## src/hw/bbs_pkg.sv

```systemverilog
// Package for the battery-backed SRAM host controller
package bbs_pkg;

   // ***********************************************************
   // Geometry
   // ***********************************************************
   localparam int ADDR_W = 17;
   localparam int DATA_W = 8;

   // ***********************************************************
   // Timing in ns, recovery in ms, and clock period
   // ***********************************************************
   localparam int CLK_NS = 4;
   localparam int T_CYCLE_NS = 70;     // Read/write cycle time, -70 grade
   localparam int T_AVQV_NS = 70;      // Address access time
   localparam int T_WLWH_NS = 55;      // Write strobe width
   localparam int T_WHAX_NS = 5;       // Strobe high to address change
   localparam int T_DH_NS = 10;        // Data hold after strobe rises
   localparam int T_GHQZ_NS = 20;      // Output enable high to Hi-Z
   localparam int T_RECOV_MS = 40;     // Power-up recovery, least

   // Access least times round up to whole cycles; recovery truncates
   localparam int CYC_CYCLE = (T_CYCLE_NS + CLK_NS - 1) / CLK_NS;
   localparam int CYC_AVQV = (T_AVQV_NS + CLK_NS - 1) / CLK_NS;
   localparam int CYC_WLWH = (T_WLWH_NS + CLK_NS - 1) / CLK_NS;
   localparam int CYC_WHAX = (T_WHAX_NS + CLK_NS - 1) / CLK_NS;
   localparam int CYC_DH = (T_DH_NS + CLK_NS - 1) / CLK_NS;
   localparam int CYC_GHQZ = (T_GHQZ_NS + CLK_NS - 1) / CLK_NS;
   localparam int CYC_RECOV = T_RECOV_MS * 1000000 / CLK_NS;

   localparam int CNT_W = 24;

   // ***********************************************************
   // Carriers
   // ***********************************************************
   typedef struct packed {
      logic [ADDR_W-1:0] addr;
      logic [DATA_W-1:0] wdata;
      logic write;
   } bbs_req_t;

   typedef struct packed {
      logic [ADDR_W-1:0] addr_bus;
      logic [DATA_W-1:0] data_out;
      logic data_oe;
      logic chip_sel_n;
      logic out_en_n;
      logic write_n;
   } bbs_pins_t;

   typedef enum logic [2:0] {
      ST_RECOVER = 3'h0,
      ST_IDLE = 3'h1,
      ST_READ = 3'h2,
      ST_WRITE = 3'h3,
      ST_HOLD = 3'h4,
      ST_GAP = 3'h5
   } bbs_state_t;

endpackage : bbs_pkg

```

## src/hw/bbs_timer.sv

```systemverilog
// Down counter that times each phase of an access
`timescale 1ns/10ps
module bbs_timer #(
   parameter int W = 24
) (
   // Clock and reset
   input wire logic sys_clk,
   input wire logic rst,
   // Control
   input wire logic load,
   input wire logic [W-1:0] value,
   // Status
   output logic done
);
   typedef struct packed {
      logic [W-1:0] cnt;
   } bbs_tmr_t;

   bbs_tmr_t cur_ff, nxt_cur;

   // Load wins, otherwise count down to zero
   always_comb begin
      nxt_cur = cur_ff;
      if (load) begin
         nxt_cur.cnt = value;
      end else if (cur_ff.cnt != '0) begin
         nxt_cur.cnt = cur_ff.cnt - 1'b1;
      end
   end

   always_ff @(posedge sys_clk) begin
      if (rst) begin
         cur_ff <= '0;
      end else begin
         cur_ff <= nxt_cur;
      end
   end

   // Done looks at the count only; gating by load would loop back
   // through the sequencer, which raises load when it sees done
   assign done = (cur_ff.cnt == '0);

endmodule : bbs_timer

```

## src/hw/bbs_ctrl.sv

```systemverilog
// Host controller for the battery-backed asynchronous byte SRAM
// Operation
// - Controller holds address stable until the terminating edge.
// - Terminating strobe stays high a minimum time before next cycle.
// - Write data valid before end and held after terminating edge.
// - Output enable stays high throughout write cycles.
`timescale 1ns/10ps
module bbs_ctrl
   import bbs_pkg::*;
#(
   parameter int RECOV_CYC = CYC_RECOV
) (
   // Clock and reset
   input wire logic sys_clk,
   input wire logic rst,
   // Request side
   input wire logic req_valid,
   input wire bbs_pkg::bbs_req_t req,
   output logic req_ready,
   // Answer side
   output logic rsp_valid,
   output logic [bbs_pkg::DATA_W-1:0] rsp_data,
   output logic rsp_err,
   // Supply monitor
   input wire logic power_ok,
   // Memory pins
   output bbs_pkg::bbs_pins_t pins,
   input wire logic [bbs_pkg::DATA_W-1:0] data_in
);
   import bbs_pkg::*;

   // ***********************************************************
   // State
   // ***********************************************************
   typedef struct packed {
      bbs_state_t st;
      bbs_pins_t pins;
      logic rsp_valid;
      logic [DATA_W-1:0] rsp_data;
      logic rsp_err;
      logic tmr_armed; // Recovery timer loaded since reset
   } bbs_ctl_t;

   bbs_ctl_t cur_ff, nxt_cur;
   logic tmr_load;
   logic [CNT_W-1:0] tmr_val;
   logic tmr_done;

   // Phase timer
   bbs_timer #(.W(CNT_W)) u_timer (
      .sys_clk(sys_clk),
      .rst(rst),
      .load(tmr_load),
      .value(tmr_val),
      .done(tmr_done)
   );

   assign req_ready = (cur_ff.st == ST_IDLE) && power_ok;

   // ***********************************************************
   // Access sequencer
   // ***********************************************************
   always_comb begin
      nxt_cur = cur_ff;
      nxt_cur.rsp_valid = 1'b0;
      tmr_load = 1'b0;
      tmr_val = '0;
      case (cur_ff.st)
         ST_RECOVER: begin
            // Wait out recovery after reset or after power returns
            if (!power_ok || !cur_ff.tmr_armed) begin
               tmr_load = 1'b1;
               tmr_val = CNT_W'(RECOV_CYC);
               nxt_cur.tmr_armed = 1'b1;
            end else if (tmr_done) begin
               nxt_cur.st = ST_IDLE;
            end
         end
         ST_IDLE: begin
            if (!power_ok) begin
               nxt_cur.st = ST_RECOVER;
               tmr_load = 1'b1;
               tmr_val = CNT_W'(RECOV_CYC);
            end else if (req_valid) begin
               nxt_cur.pins.addr_bus = req.addr;
               nxt_cur.pins.chip_sel_n = 1'b0;
               tmr_load = 1'b1;
               if (req.write) begin
                  // Drive data, keep output enable high
                  nxt_cur.pins.out_en_n = 1'b1;
                  nxt_cur.pins.write_n = 1'b0;
                  nxt_cur.pins.data_out = req.wdata;
                  nxt_cur.pins.data_oe = 1'b1;
                  nxt_cur.st = ST_WRITE;
                  tmr_val = CNT_W'(CYC_WLWH);
               end else begin
                  nxt_cur.pins.out_en_n = 1'b0;
                  nxt_cur.pins.write_n = 1'b1;
                  nxt_cur.st = ST_READ;
                  tmr_val = CNT_W'(CYC_AVQV);
               end
            end
         end
         ST_READ: begin
            // Sample only after full access time
            if (tmr_done) begin
               nxt_cur.rsp_data = data_in;
               nxt_cur.rsp_err = !power_ok;
               nxt_cur.rsp_valid = 1'b1;
               nxt_cur.pins.chip_sel_n = 1'b1;
               nxt_cur.pins.out_en_n = 1'b1;
               nxt_cur.st = ST_HOLD;
               tmr_load = 1'b1;
               tmr_val = CNT_W'(CYC_GHQZ);
            end
         end
         ST_WRITE: begin
            // Strobe ends the cycle first
            if (tmr_done) begin
               nxt_cur.pins.write_n = 1'b1;
               nxt_cur.rsp_err = !power_ok;
               nxt_cur.rsp_valid = 1'b1;
               nxt_cur.st = ST_HOLD;
               tmr_load = 1'b1;
               tmr_val = CNT_W'(CYC_DH);
            end
         end
         ST_HOLD: begin
            // Address and data held past terminating edge
            if (tmr_done) begin
               nxt_cur.pins.chip_sel_n = 1'b1;
               nxt_cur.pins.data_oe = 1'b0;
               nxt_cur.st = ST_GAP;
               tmr_load = 1'b1;
               tmr_val = CNT_W'(CYC_CYCLE - CYC_WLWH - CYC_DH);
            end
         end
         ST_GAP: begin
            // Strobe-high gap and full cycle spacing
            if (tmr_done) begin
               nxt_cur.st = ST_IDLE;
            end
         end
         default: begin
            nxt_cur.st = ST_RECOVER;
         end
      endcase
   end

   always_ff @(posedge sys_clk) begin
      if (rst) begin
         cur_ff.st <= ST_RECOVER;
         cur_ff.pins <= '{addr_bus: '0, data_out: '0, data_oe: 1'b0,
                          chip_sel_n: 1'b1, out_en_n: 1'b1,
                          write_n: 1'b1};
         cur_ff.rsp_valid <= 1'b0;
         cur_ff.rsp_data <= '0;
         cur_ff.rsp_err <= 1'b0;
         cur_ff.tmr_armed <= 1'b0;
      end else begin
         cur_ff <= nxt_cur;
      end
   end

   assign pins = cur_ff.pins;
   assign rsp_valid = cur_ff.rsp_valid;
   assign rsp_data = cur_ff.rsp_data;
   assign rsp_err = cur_ff.rsp_err;

   // ***********************************************************
   // Checks
   // ***********************************************************
   chk_no_contention: assert property (
      @(posedge sys_clk) disable iff (rst)
      pins.data_oe |-> pins.out_en_n)
      else $error("output enable low while driving data");

   chk_addr_stable: assert property (
      @(posedge sys_clk) disable iff (rst)
      !pins.write_n |=> $stable(pins.addr_bus))
      else $error("address moved during write");

   chk_strobe_width: assert property (
      @(posedge sys_clk) disable iff (rst)
      $fell(pins.write_n) |-> !pins.write_n [*8])
      else $error("write strobe too short");

   chk_data_hold: assert property (
      @(posedge sys_clk) disable iff (rst)
      $rose(pins.write_n) |-> pins.data_oe [*2])
      else $error("write data not held");

   chk_read_access: assert property (
      @(posedge sys_clk) disable iff (rst)
      $fell(pins.out_en_n) |-> !rsp_valid [*8])
      else $error("read answered before access time");

   chk_read_answer: assert property (
      @(posedge sys_clk) disable iff (rst)
      $fell(pins.out_en_n) |-> ##[17:20] rsp_valid)
      else $error("read answer late");

   chk_cycle_gap: assert property (
      @(posedge sys_clk) disable iff (rst)
      $rose(pins.chip_sel_n) |-> pins.chip_sel_n [*3])
      else $error("cycles too close");

   chk_no_early: assert property (
      @(posedge sys_clk) disable iff (rst)
      !power_ok |=> !req_ready [*2])
      else $error("ready during power fail");

endmodule : bbs_ctrl

```

## config.mk

```make
export PLATFORM = sky130hd
export DESIGN_NAME = bbs_ctrl
export DESIGN_NICKNAME = d
export VERILOG_FILES = /design/src/hw/bbs_pkg.sv /design/src/hw/bbs_timer.sv /design/src/hw/bbs_ctrl.sv
export SDC_FILE = /design/constraint.sdc
export NUM_CORES = 1
export LEC_CHECK = 0
export ABC_AREA = 0
export BUFFER_PORTS_ARGS = -buffer_cell sky130_fd_sc_hd__buf_2
export CAP_MARGIN = 25
export CORE_MARGIN = 2
export CORE_UTILIZATION = 40
export DETAILED_ROUTE_END_ITERATION = 12
export HOLD_SLACK_MARGIN = 0.1
export PLACE_DENSITY = 0.66
export SLEW_MARGIN = 20
export SYNTH_ARGS = -nofsm -noshare
export SYNTH_HDL_FRONTEND = slang
export SYNTH_SLANG_ARGS = --single-unit
```

## constraint.sdc

```tcl
create_clock -name sys_clk -period 2.4 [get_ports sys_clk]
set_input_delay 0.24 -clock sys_clk [delete_from_list [all_inputs] [get_ports sys_clk]]
set_output_delay 0.24 -clock sys_clk [all_outputs]
set_load 0.02 [all_outputs]
```

Word level (Yosys, flattened, before mapping)
Cells that the tools add are included.

word-level totals
  bits in registers = 67
  bits in latches = 0
  RAM bits = 0
  memory bits (read-only) = 0
  input bits = 38
  output and inout bits = 40
  word-level logic and storage cells = 89
  memories = 0

operators by class
  add/sub/neg operators = 1
  $mul = 0
  div/mod/pow operators = 0
  magnitude comparators = 0
  equal/unequal tests = 14
  shifts and indexed selects = 0
  mux-type cells = 37
  bitwise logic cells = 0
  reductions and logical operators = 25

operators by type and width
  kind                                                 number
  two-way mux 24 bit                                   5
  case mux 24 bit (5 select lines)                     1
  two-way mux 32 bit                                   1
  zero test 24 bit                                     1
  nonzero test 24 bit                                  1
  subtractor 24 x 1 -> 24 bit (second input constant)  1
  two-way mux 3 bit                                    6
  AND reduction 4 bit                                  4
  case mux 3 bit (5 select lines)                      1
  inequality test 2 bit (second input constant)        7
  two-way mux 10 bit                                   1
  two-way mux 2 bit                                    5
  case mux 1 bit (2 select lines)                      5
  AND reduction 5 bit                                  2
  nonzero test 2 bit                                   5
  two-way mux 9 bit                                    1
  two-way mux 1 bit                                    7
  == test 3 x 2 -> 1 bit (second input constant)       2
  == test 3 bit (second input constant)                2
  case mux 1 bit (3 select lines)                      2
  AND reduction 3 bit                                  2
  two-way mux 5 bit                                    1
  two-way mux 4 bit                                    1
  AND reduction 2 bit                                  2
  10 further kinds                                     11

Depth between registers and ports, before layout
Gate-level depths: netlist of run 1.

  word-level depth = 5
  depth in mapped cells = 8
  depth with buffers taken out = 7

Cells and area by module
From an unflattened synthesis of run 1, not the netlist that was laid out.

second synthesis, totals
  cells, all modules = 403
  area, all modules = 3,284.4 um2

modules (own cells, without submodules)
  module     times used  cells each  area each (um2)  seq. area each (um2)
  bbs_ctrl   1           242         1,974.4          860.8
  bbs_timer  1           161         1,310.0          480.5

Worst setup path after synthesis of run 1
OpenSTA, ideal clock, no wires.

  path type = register -> register
  start point = reg u_timer.cur_ff[0] in the netlist's numbering
  end point = reg u_timer.cur_ff[11] in the netlist's numbering
  library setup time = 0.086 ns
  arrival = 1.990 ns
  required time = 2.314 ns
  setup slack = 0.324 ns
  stages on the path, launching flop included = 8
  buffers on the path = 0
  clock period less this slack = 2.076 ns
  path through = dfxtp_1 > inv_1 > ha_1 > nor3b_1 > nand3_1 > o21ai_1 > o21ai_0 > a211oi_1

on the way
  cells in the longest elaborated chain, start to end = 4
  elaborated cells on any way between the ends = 8
  classes of those cells = 1 x add/sub; 4 x mux; 3 x reduce/logical

RTL lines
  what                                                                                 RTL line         RTL
  start: declaration                                                                   bbs_timer.sv:19  bbs_tmr_t cur_ff, nxt_cur;
  start signal: assignment                                                             bbs_timer.sv:35  cur_ff <= nxt_cur;
  parallel branches: the longest is 4 deep, another holds subtractor 24 x 1 -> 24 bit  n/a

Several ways; the timed one is not identified. The select of a mux whose other input is x is not followed.
A chain may end at the register's enable or synchronous reset.

Worst setup path in the final report of run 1
  start point = reg u_timer.cur_ff[15] in the netlist's numbering
  end point = reg u_timer.cur_ff[22] in the netlist's numbering

Same word-level chain as after synthesis.

==> out/summary.log, run 1 <==
INFO  clocking       clock_sinks=67
INFO  global_route   first_global_vias=2,489
INFO  clocking       cts_repair_resize_count=0
INFO  worst_hold_path min_from=req[19]
INFO  timing         whs=0.117ns
INFO  place          gp_routability_congestion=0.927
INFO  floorplanning  placeableCoreArea=7810µm²
INFO  global_route   grt_first_pass_wirelength=11.8mm
INFO  job            timing.max_cap.violations=0
INFO  timing         setup_viol=0
INFO  floorplanning  chipWidth=94.0µm
INFO  power          power_per_cell_area=664nW/µm²
INFO  timing         final-max-slew-violation-count=0
INFO  floorplanning  ios=78
INFO  timing         timing_hold_violations_final=0
INFO  synthesis      fraction_of_the_mapped_netlist_area_in_adder_cells=0.00386
INFO  worst_setup_path critical-path-top-delay-family=simple AND/OR/NAND/NOR gates
INFO  worst_hold_path timing.hold.worst_path_depth=3
INFO  worst_setup_path worstSetupPathType=flip-flop to flip-flop
INFO  timing         relSlewSlack=0.518
INFO  power          internal_power=0.00186W
INFO  synthesis      synth-edff-count=0
INFO  worst_hold_path hold_crit_endpoint=pins[22]$_SDFFE_PP0P_
INFO  clocking       clock-root-buffer=sky130_fd_sc_hd__clkbuf_8
INFO  synthesis      synth-main-ff-cell=sky130_fd_sc_hd__dfxtp_1
INFO  power          power_switching=0.000612W
INFO  synthesis      async_reset_ff_frac=0
INFO  global_route   grt_overflow=0
INFO  worst_setup_path timing.critical_path.depth=5
INFO  detailed_routing drt-initial-drc-count=128
INFO  detailed_routing routed_wirelength=7.41mm
INFO  floorplanning  fp.dieArea=8840µm²
INFO  layout         final_layout_size_suffix_gt1_frac=0.260
INFO  worst_setup_path timing.critical_path.cells=or4_4 -> or3_4 -> or2_0 -> or4b_1 -> a21oi_1
INFO  power          vdd_ir_drop_max=371µV
INFO  clocking       max-clock-path-buffers=2
INFO  clocking       htreeDepth=3
INFO  worst_setup_path maximum_single_stage_delay_on_the_critical_path=0.56ns
INFO  power          power.share.sequential=0.467
INFO  synthesis      synth_simple_gate_area_frac=0.252
INFO  worst_setup_path startpoint_type=flip-flop
INFO  worst_setup_path path_buf_inv=0
INFO  layout         insertedDiodeCount=0
INFO  layout         synthToLayoutAreaGrowth=15.0%
INFO  worst_hold_path hold_path_class=input pin to flip-flop
INFO  synthesis      synthesis.nets=437
INFO  synthesis      synth_top_family_by_area=simple AND/OR/NAND/NOR gates
INFO  detailed_routing routed-via-count=2,803
INFO  global_route   grt_max_degree=32
INFO  clocking       number_of_clock_buffers_inserted_by_tritoncts=9
INFO  timing         clock.fmax=452MHz
INFO  timing         clock-skew-final=0.00789ns
INFO  layout         mostFrequentLayoutCells=77 x sky130_fd_sc_hd__buf_2, 67 x sky130_fd_sc_hd__dfxtp_1, 63 x sky130_fd_sc_hd__nand2_1
INFO  power          p_clk_frac=0.424
INFO  detailed_routing remaining_antenna_violation_count=0
INFO  place          portBuffers=77
INFO  floorplanning  fp.dieH=94.0µm
INFO  synthesis      postSynthRegisterBits=67
INFO  worst_setup_path worstPathArrival=2.49ns
INFO  synthesis      syn_area=3240µm²
INFO  floorplanning  initial_core_utilization=0.415
INFO  synthesis      synthesis.instances=398
INFO  worst_setup_path r2r_startpoint=u_timer.cur_ff[15]$_SDFFE_PP0P_
INFO  global_route   grtUsageTotal=0.172
INFO  place          dp_hpwl=5.31mm
INFO  layout         commonest_non_fill_non_tap_cell_in_the_layout=sky130_fd_sc_hd__buf_2
INFO  layout         final_nets=481
INFO  timing         worst_margin_pin_slew=0.717ns
INFO  synthesis      postSynthAreaPerCell=8.14µm²
INFO  floorplanning  std_cell_rows=32
INFO  synthesis      synth_cell_types=50
INFO  synthesis      synth-compound-area-share=0.152
INFO  power          switching_share=0.247
INFO  detailed_routing avgViaCountPerCell=5.11
INFO  worst_setup_path worstRegToRegCells=5
INFO  synthesis      synth_sequential_area_ratio=0.414
INFO  synthesis      post_synth_xor_area_fraction=0.0351
INFO  power          total_leakage_power=1.58nW
INFO  detailed_routing drcViolationCount=0
INFO  worst_setup_path setup.worst_path.end_class=flip-flop
INFO  clocking       tritoncts=built
INFO  timing         totalNegativeSetupSlack=0ns
INFO  worst_setup_path worst-path-max-fanout=7
INFO  global_route   grt_antenna_before_repair=0
INFO  synthesis      ys.warnings.count=0
INFO  synthesis      yosys-mux-area-fraction=0.0282
INFO  timing         post-route-min-period=2.21ns
INFO  timing         final.period_utilization=0.921
INFO  power          comb_power_share=0.109
INFO  outcome        status=finished, final reports clean
INFO  detailed_routing drtPass1Iterations=4
INFO  worst_setup_path critical_path_required=2.68ns
INFO  detailed_routing avgRoutedWirePerCell=13.5µm
INFO  clocking       worst_skew_pair.late_latency=0.35ns
INFO  worst_setup_path cpMaxStageDelayCell=sky130_fd_sc_hd__or4_4
INFO  timing         grt_setup_unrepaired=no
INFO  worst_setup_path worst-r2r-setup-slack=0.19ns
INFO  clocking       clk_pin_slew_worst_paths=0.07ns
INFO  worst_setup_path crit-reg2reg-capture=u_timer.cur_ff[22]$_SDFFE_PP0P_
sequential cells by signal, summed over array words and instances (netlist names):
name,count
cur_ff,4
u_timer.cur_ff,24
rsp_valid,1
pins,29
rsp_err,1
rsp_data,8
cell type report:
type | instances | area, µm²
clock buffer | 10 | 138
clock inverter | 6 | 88.8
fill | 755 | 4080
inverter | 4 | 15.0
multi-input combinational | 269 | 1530
sequential | 67 | 1340
tap | 102 | 128
timing repair buffer | 91 | 490
Yosys cell counts, types with 6 or more instances:
master | instances | area (µm²)
sky130_fd_sc_hd__or3_1 | 6 | 37.5
sky130_fd_sc_hd__nor3_1 | 7 | 35.0
sky130_fd_sc_hd__a31oi_1 | 6 | 37.5
sky130_fd_sc_hd__a21oi_1 | 42 | 210
sky130_fd_sc_hd__buf_4 | 37 | 278
sky130_fd_sc_hd__nand2b_1 | 6 | 37.5
sky130_fd_sc_hd__clkbuf_1 | 18 | 67.6
sky130_fd_sc_hd__dfxtp_1 | 67 | 1340
sky130_fd_sc_hd__mux2i_1 | 8 | 80.1
sky130_fd_sc_hd__xor2_1 | 8 | 70.1
sky130_fd_sc_hd__nand3_1 | 8 | 40.0
sky130_fd_sc_hd__nand2_1 | 63 | 236
sky130_fd_sc_hd__nor2_1 | 32 | 120
sky130_fd_sc_hd__nor4_1 | 8 | 50.1
sky130_fd_sc_hd__o21ai_0 | 12 | 60.1
repair_timing:
item / CTS / global route
endpoints found under the setup margin: 0 / 3
setup buffers: 0 / 1
hold buffers: 0 / 0
worst max path at each step:
stage / slack, ns / start / to
global placement: 0.22 / u_timer.cur_ff[3]$_SDFFE_PP0P_ / u_timer.cur_ff[22]$_SDFFE_PP0P_
finish: 0.19 / u_timer.cur_ff[15]$_SDFFE_PP0P_ / u_timer.cur_ff[22]$_SDFFE_PP0P_
global route: 0.12 / u_timer.cur_ff[15]$_SDFFE_PP0P_ / u_timer.cur_ff[22]$_SDFFE_PP0P_
CTS: 0.11 / u_timer.cur_ff[10]$_SDFFE_PP0P_ / u_timer.cur_ff[22]$_SDFFE_PP0P_
detailed placement: 0.13 / u_timer.cur_ff[3]$_SDFFE_PP0P_ / u_timer.cur_ff[14]$_SDFFE_PP0P_
floorplan: 0.32 / u_timer.cur_ff[0]$_SDFFE_PP0P_ / u_timer.cur_ff[11]$_SDFFE_PP0P_
worst min-delay path, stage by stage:
cell and delay [ns]:
sky130_fd_sc_hd__buf_2 0.10, sky130_fd_sc_hd__nand2_1 0.04, sky130_fd_sc_hd__a21oi_1 0.05
power groups by stage:
stage	Clock, W	Combinational, W	Sequential [W]
5_1_grt	0.00114	0.000296	0.00116
4_1_cts	0.00107	0.000265	0.00115
6_report	0.00105	0.000269	0.00116
3_5_place_dp	0	0.000264	0.00118
3_3_place_gp	0	0.000263	0.00118
2_1_floorplan	0	0.000175	0.00118
metrics by stage:
step | setup WS, ns | area, µm² | utilization | std cells | total power (W)
2_1_floorplan | 0.324 | 3240 | - | 398 | 0.00135
3_3_place_gp | 0.220 | 3490 | 0.447 | 532 | 0.00144
3_5_place_dp | 0.130 | 3490 | 0.447 | 532 | 0.00144
4_1_cts | 0.111 | 3720 | 0.476 | 548 | 0.00249
5_1_grt | 0.119 | 3730 | 0.477 | 549 | 0.00259
6_report | 0.190 | 3730 | 0.477 | 549 | 0.00247
cell families (layout without fill, tap and decap cells):
group                    count (synthesis)  after routing
multiplexers                             9              9
AO/OA/AOI/OAI                           84             84
buffers and inverters                   62            111
adder cells (fa/ha/maj)                  1              1
XOR/XNOR                                13             13
AND/OR/NAND/NOR                        162            162
flip-flops                              67             67
layer usage:
metal | up-vias | track usage | wire (µm)
met5 | - | 0 | 0
met4 | 0 | 0.0725 | 115
li1 | 1420 | - | -
met2 | 76 | 0.268 | 3390
met3 | 9 | 0.0498 | 402
met1 | 1298 | 0.222 | 3490
(Power assumes the default switching activity.)
==> inputs of run 2 (changes only) <==
Settings changed: CORE_UTILIZATION 40 to 53, PLACE_DENSITY 0.66 to 0.82.
==> out/summary.log, run 2 (same netlist as run 1, synthesis figures left out) <==
INFO  detailed_routing drcViolationCount=0
INFO  timing         relSlewSlack=0.606
INFO  layout         number_of_flip_flops_under_the_largest_register_name=29
INFO  floorplanning  fp.dieH=82.2µm
INFO  worst_setup_path worstSetupPathType=flip-flop to flip-flop
INFO  timing         worst_margin_pin_slew=0.587ns
INFO  floorplanning  initial_core_utilization=0.547
INFO  detailed_routing routed_wirelength=7.02mm
INFO  layout         mostFrequentLayoutCells=77 x sky130_fd_sc_hd__buf_2, 67 x sky130_fd_sc_hd__dfxtp_1, 63 x sky130_fd_sc_hd__nand2_1
INFO  detailed_routing avgRoutedWirePerCell=13.5µm
INFO  worst_setup_path critical_path_required=2.65ns
INFO  worst_setup_path r2r_startpoint=u_timer.cur_ff[10]$_SDFFE_PP0P_
INFO  job            timing.max_cap.violations=0
INFO  floorplanning  chipWidth=82.2µm
INFO  place          dp_hpwl=5.20mm
INFO  clocking       post_cts_hold_buffers=0
INFO  place          portBuffers=77
INFO  clocking       cts_repair_resize_count=0
INFO  floorplanning  std_cell_rows=28
INFO  clocking       clock-root-buffer=sky130_fd_sc_hd__clkbuf_8
INFO  worst_hold_path min_from=req[24]
INFO  layout         final_layout_size_suffix_gt1_frac=0.258
INFO  clocking       clock_sinks=67
INFO  timing         final.period_utilization=0.926
INFO  detailed_routing avgViaCountPerCell=5.41
INFO  timing         post-route-worst-setup-slack=0.177ns
INFO  layout         nFillCells=516
INFO  global_route   grt_overflow=0
INFO  power          totalPowerFinal=0.00236W
INFO  worst_setup_path worstPathArrival=2.47ns
INFO  worst_hold_path hold_path_class=input pin to flip-flop
INFO  timing         clock.fmax=450MHz
INFO  timing         totalNegativeSetupSlack=0ns
INFO  global_route   first_global_vias=2,513
INFO  place          dpl_cell_area=3450µm²
INFO  outcome        status=finished, final reports clean
INFO  clocking       tritoncts=built
INFO  worst_setup_path crit_path_from=u_timer.cur_ff[10]$_SDFFE_PP0P_
INFO  detailed_routing routed-via-count=2,814
INFO  floorplanning  ios=78
INFO  floorplanning  fp.dieArea=6760µm²
INFO  floorplanning  placeableCoreArea=5920µm²
INFO  global_route   grt_max_degree=41
INFO  timing         timing_hold_violations_final=0
INFO  layout         final_nets=479
INFO  layout         reg.largest.list=pins x29, u_timer.cur_ff x24, rsp_data x8
INFO  clocking       post_cts.repair.setup_buffers=0
INFO  detailed_routing drtPass1Iterations=4
INFO  place          dp_slack=0.176ns
INFO  detailed_routing drt-initial-drc-count=251
INFO  global_route   grt_first_pass_wirelength=11.4mm
INFO  clocking       htreeDepth=3
INFO  clocking       worst_skew_pair.late_latency=0.34ns
INFO  power          total_leakage_power=1.56nW
INFO  layout         fin_area=3660µm²
INFO  timing         setup_viol=0
INFO  clocking       max-clock-path-buffers=2
INFO  layout         insertedDiodeCount=0
INFO  power          power_per_cell_area=645nW/µm²
INFO  layout         register_bank_with_the_most_flops=pins
INFO  layout         commonest_non_fill_non_tap_cell_in_the_layout=sky130_fd_sc_hd__buf_2
INFO  place          gp_routability_congestion=0.968
INFO  timing         clock-skew-final=0.0102ns
INFO  clocking       clk_pin_slew_worst_paths=0.08ns
INFO  timing         final-max-slew-violation-count=0
INFO  power          vdd_ir_drop_max=409µV
INFO  global_route   grt_antenna_before_repair=0
INFO  timing         grt_setup_unrepaired=no
INFO  layout         synthToLayoutAreaGrowth=12.8%
INFO  detailed_routing remaining_antenna_violation_count=0
INFO  timing         post-route-min-period=2.22ns
INFO  worst_setup_path worst-path-max-fanout=10
INFO  worst_setup_path setup.worst_path.end_class=flip-flop
INFO  global_route   grtUsageTotal=0.220
INFO  worst_setup_path startpoint_type=flip-flop
INFO  clocking       number_of_clock_buffers_inserted_by_tritoncts=9
run 2: report_power, final:
part	internal [W]	total [W]	leakage (nW)	switching, W
Combinational	0.000117	0.000265	0.917	0.000148
Clock	0.000486	0.000938	0.0998	0.000452
Sequential	0.00113	0.00116	0.544	0.0000246
run 2: cell type report:
cell class / count / area (µm²) / share of cell area
flip-flops and latches: 67 / 1340 / 0.367
clock inverters: 7 / 77.6 / 0.0212
well taps: 75 / 93.8 / 0.0257
clock buffers: 9 / 124 / 0.0339
repair buffers: 89 / 475 / 0.130
multi-input cells: 269 / 1530 / 0.418
inverters: 4 / 15.0 / 0.00411
run 2: worst paths after layout:
path / endpoint / slack, ns / cells after the start
max: u_timer.cur_ff[23]$_SDFFE_PP0P_ / 0.18 / 6
min: pins[27]$_SDFFE_PP0P_ / 0.13 / 3
max reg2reg: u_timer.cur_ff[23]$_SDFFE_PP0P_ / 0.18 / 6
min reg2reg: pins[27]$_SDFFE_PP0P_ / 0.45 / 2
run 2: worst max-delay path, stage by stage (launching register included):
cell and delay (ns):
sky130_fd_sc_hd__dfxtp_1 0.35, sky130_fd_sc_hd__nor4_1 0.49, sky130_fd_sc_hd__nand4b_1 0.19, sky130_fd_sc_hd__buf_4 0.21
sky130_fd_sc_hd__or4_1 0.54, sky130_fd_sc_hd__xor2_1 0.16, sky130_fd_sc_hd__o31ai_1 0.19
run 2: metrics by stage:
step | util | hold slack (ns) | instances
global placement | 0.583 | 0.439 | 504
global route | 0.617 | 0.115 | 520
CTS | 0.617 | 0.112 | 520
floorplan | - | 0.376 | 398
detailed placement | 0.583 | 0.444 | 504
finish | 0.617 | 0.125 | 520
run 2: per-layer routing:
layer,wire [µm],up-vias,global-route usage
met3,438,12,0.0533
met5,0,-,0
met4,129,0,0.112
met1,3200,1294,0.292
li1,-,1424,-
met2,3250,84,0.332
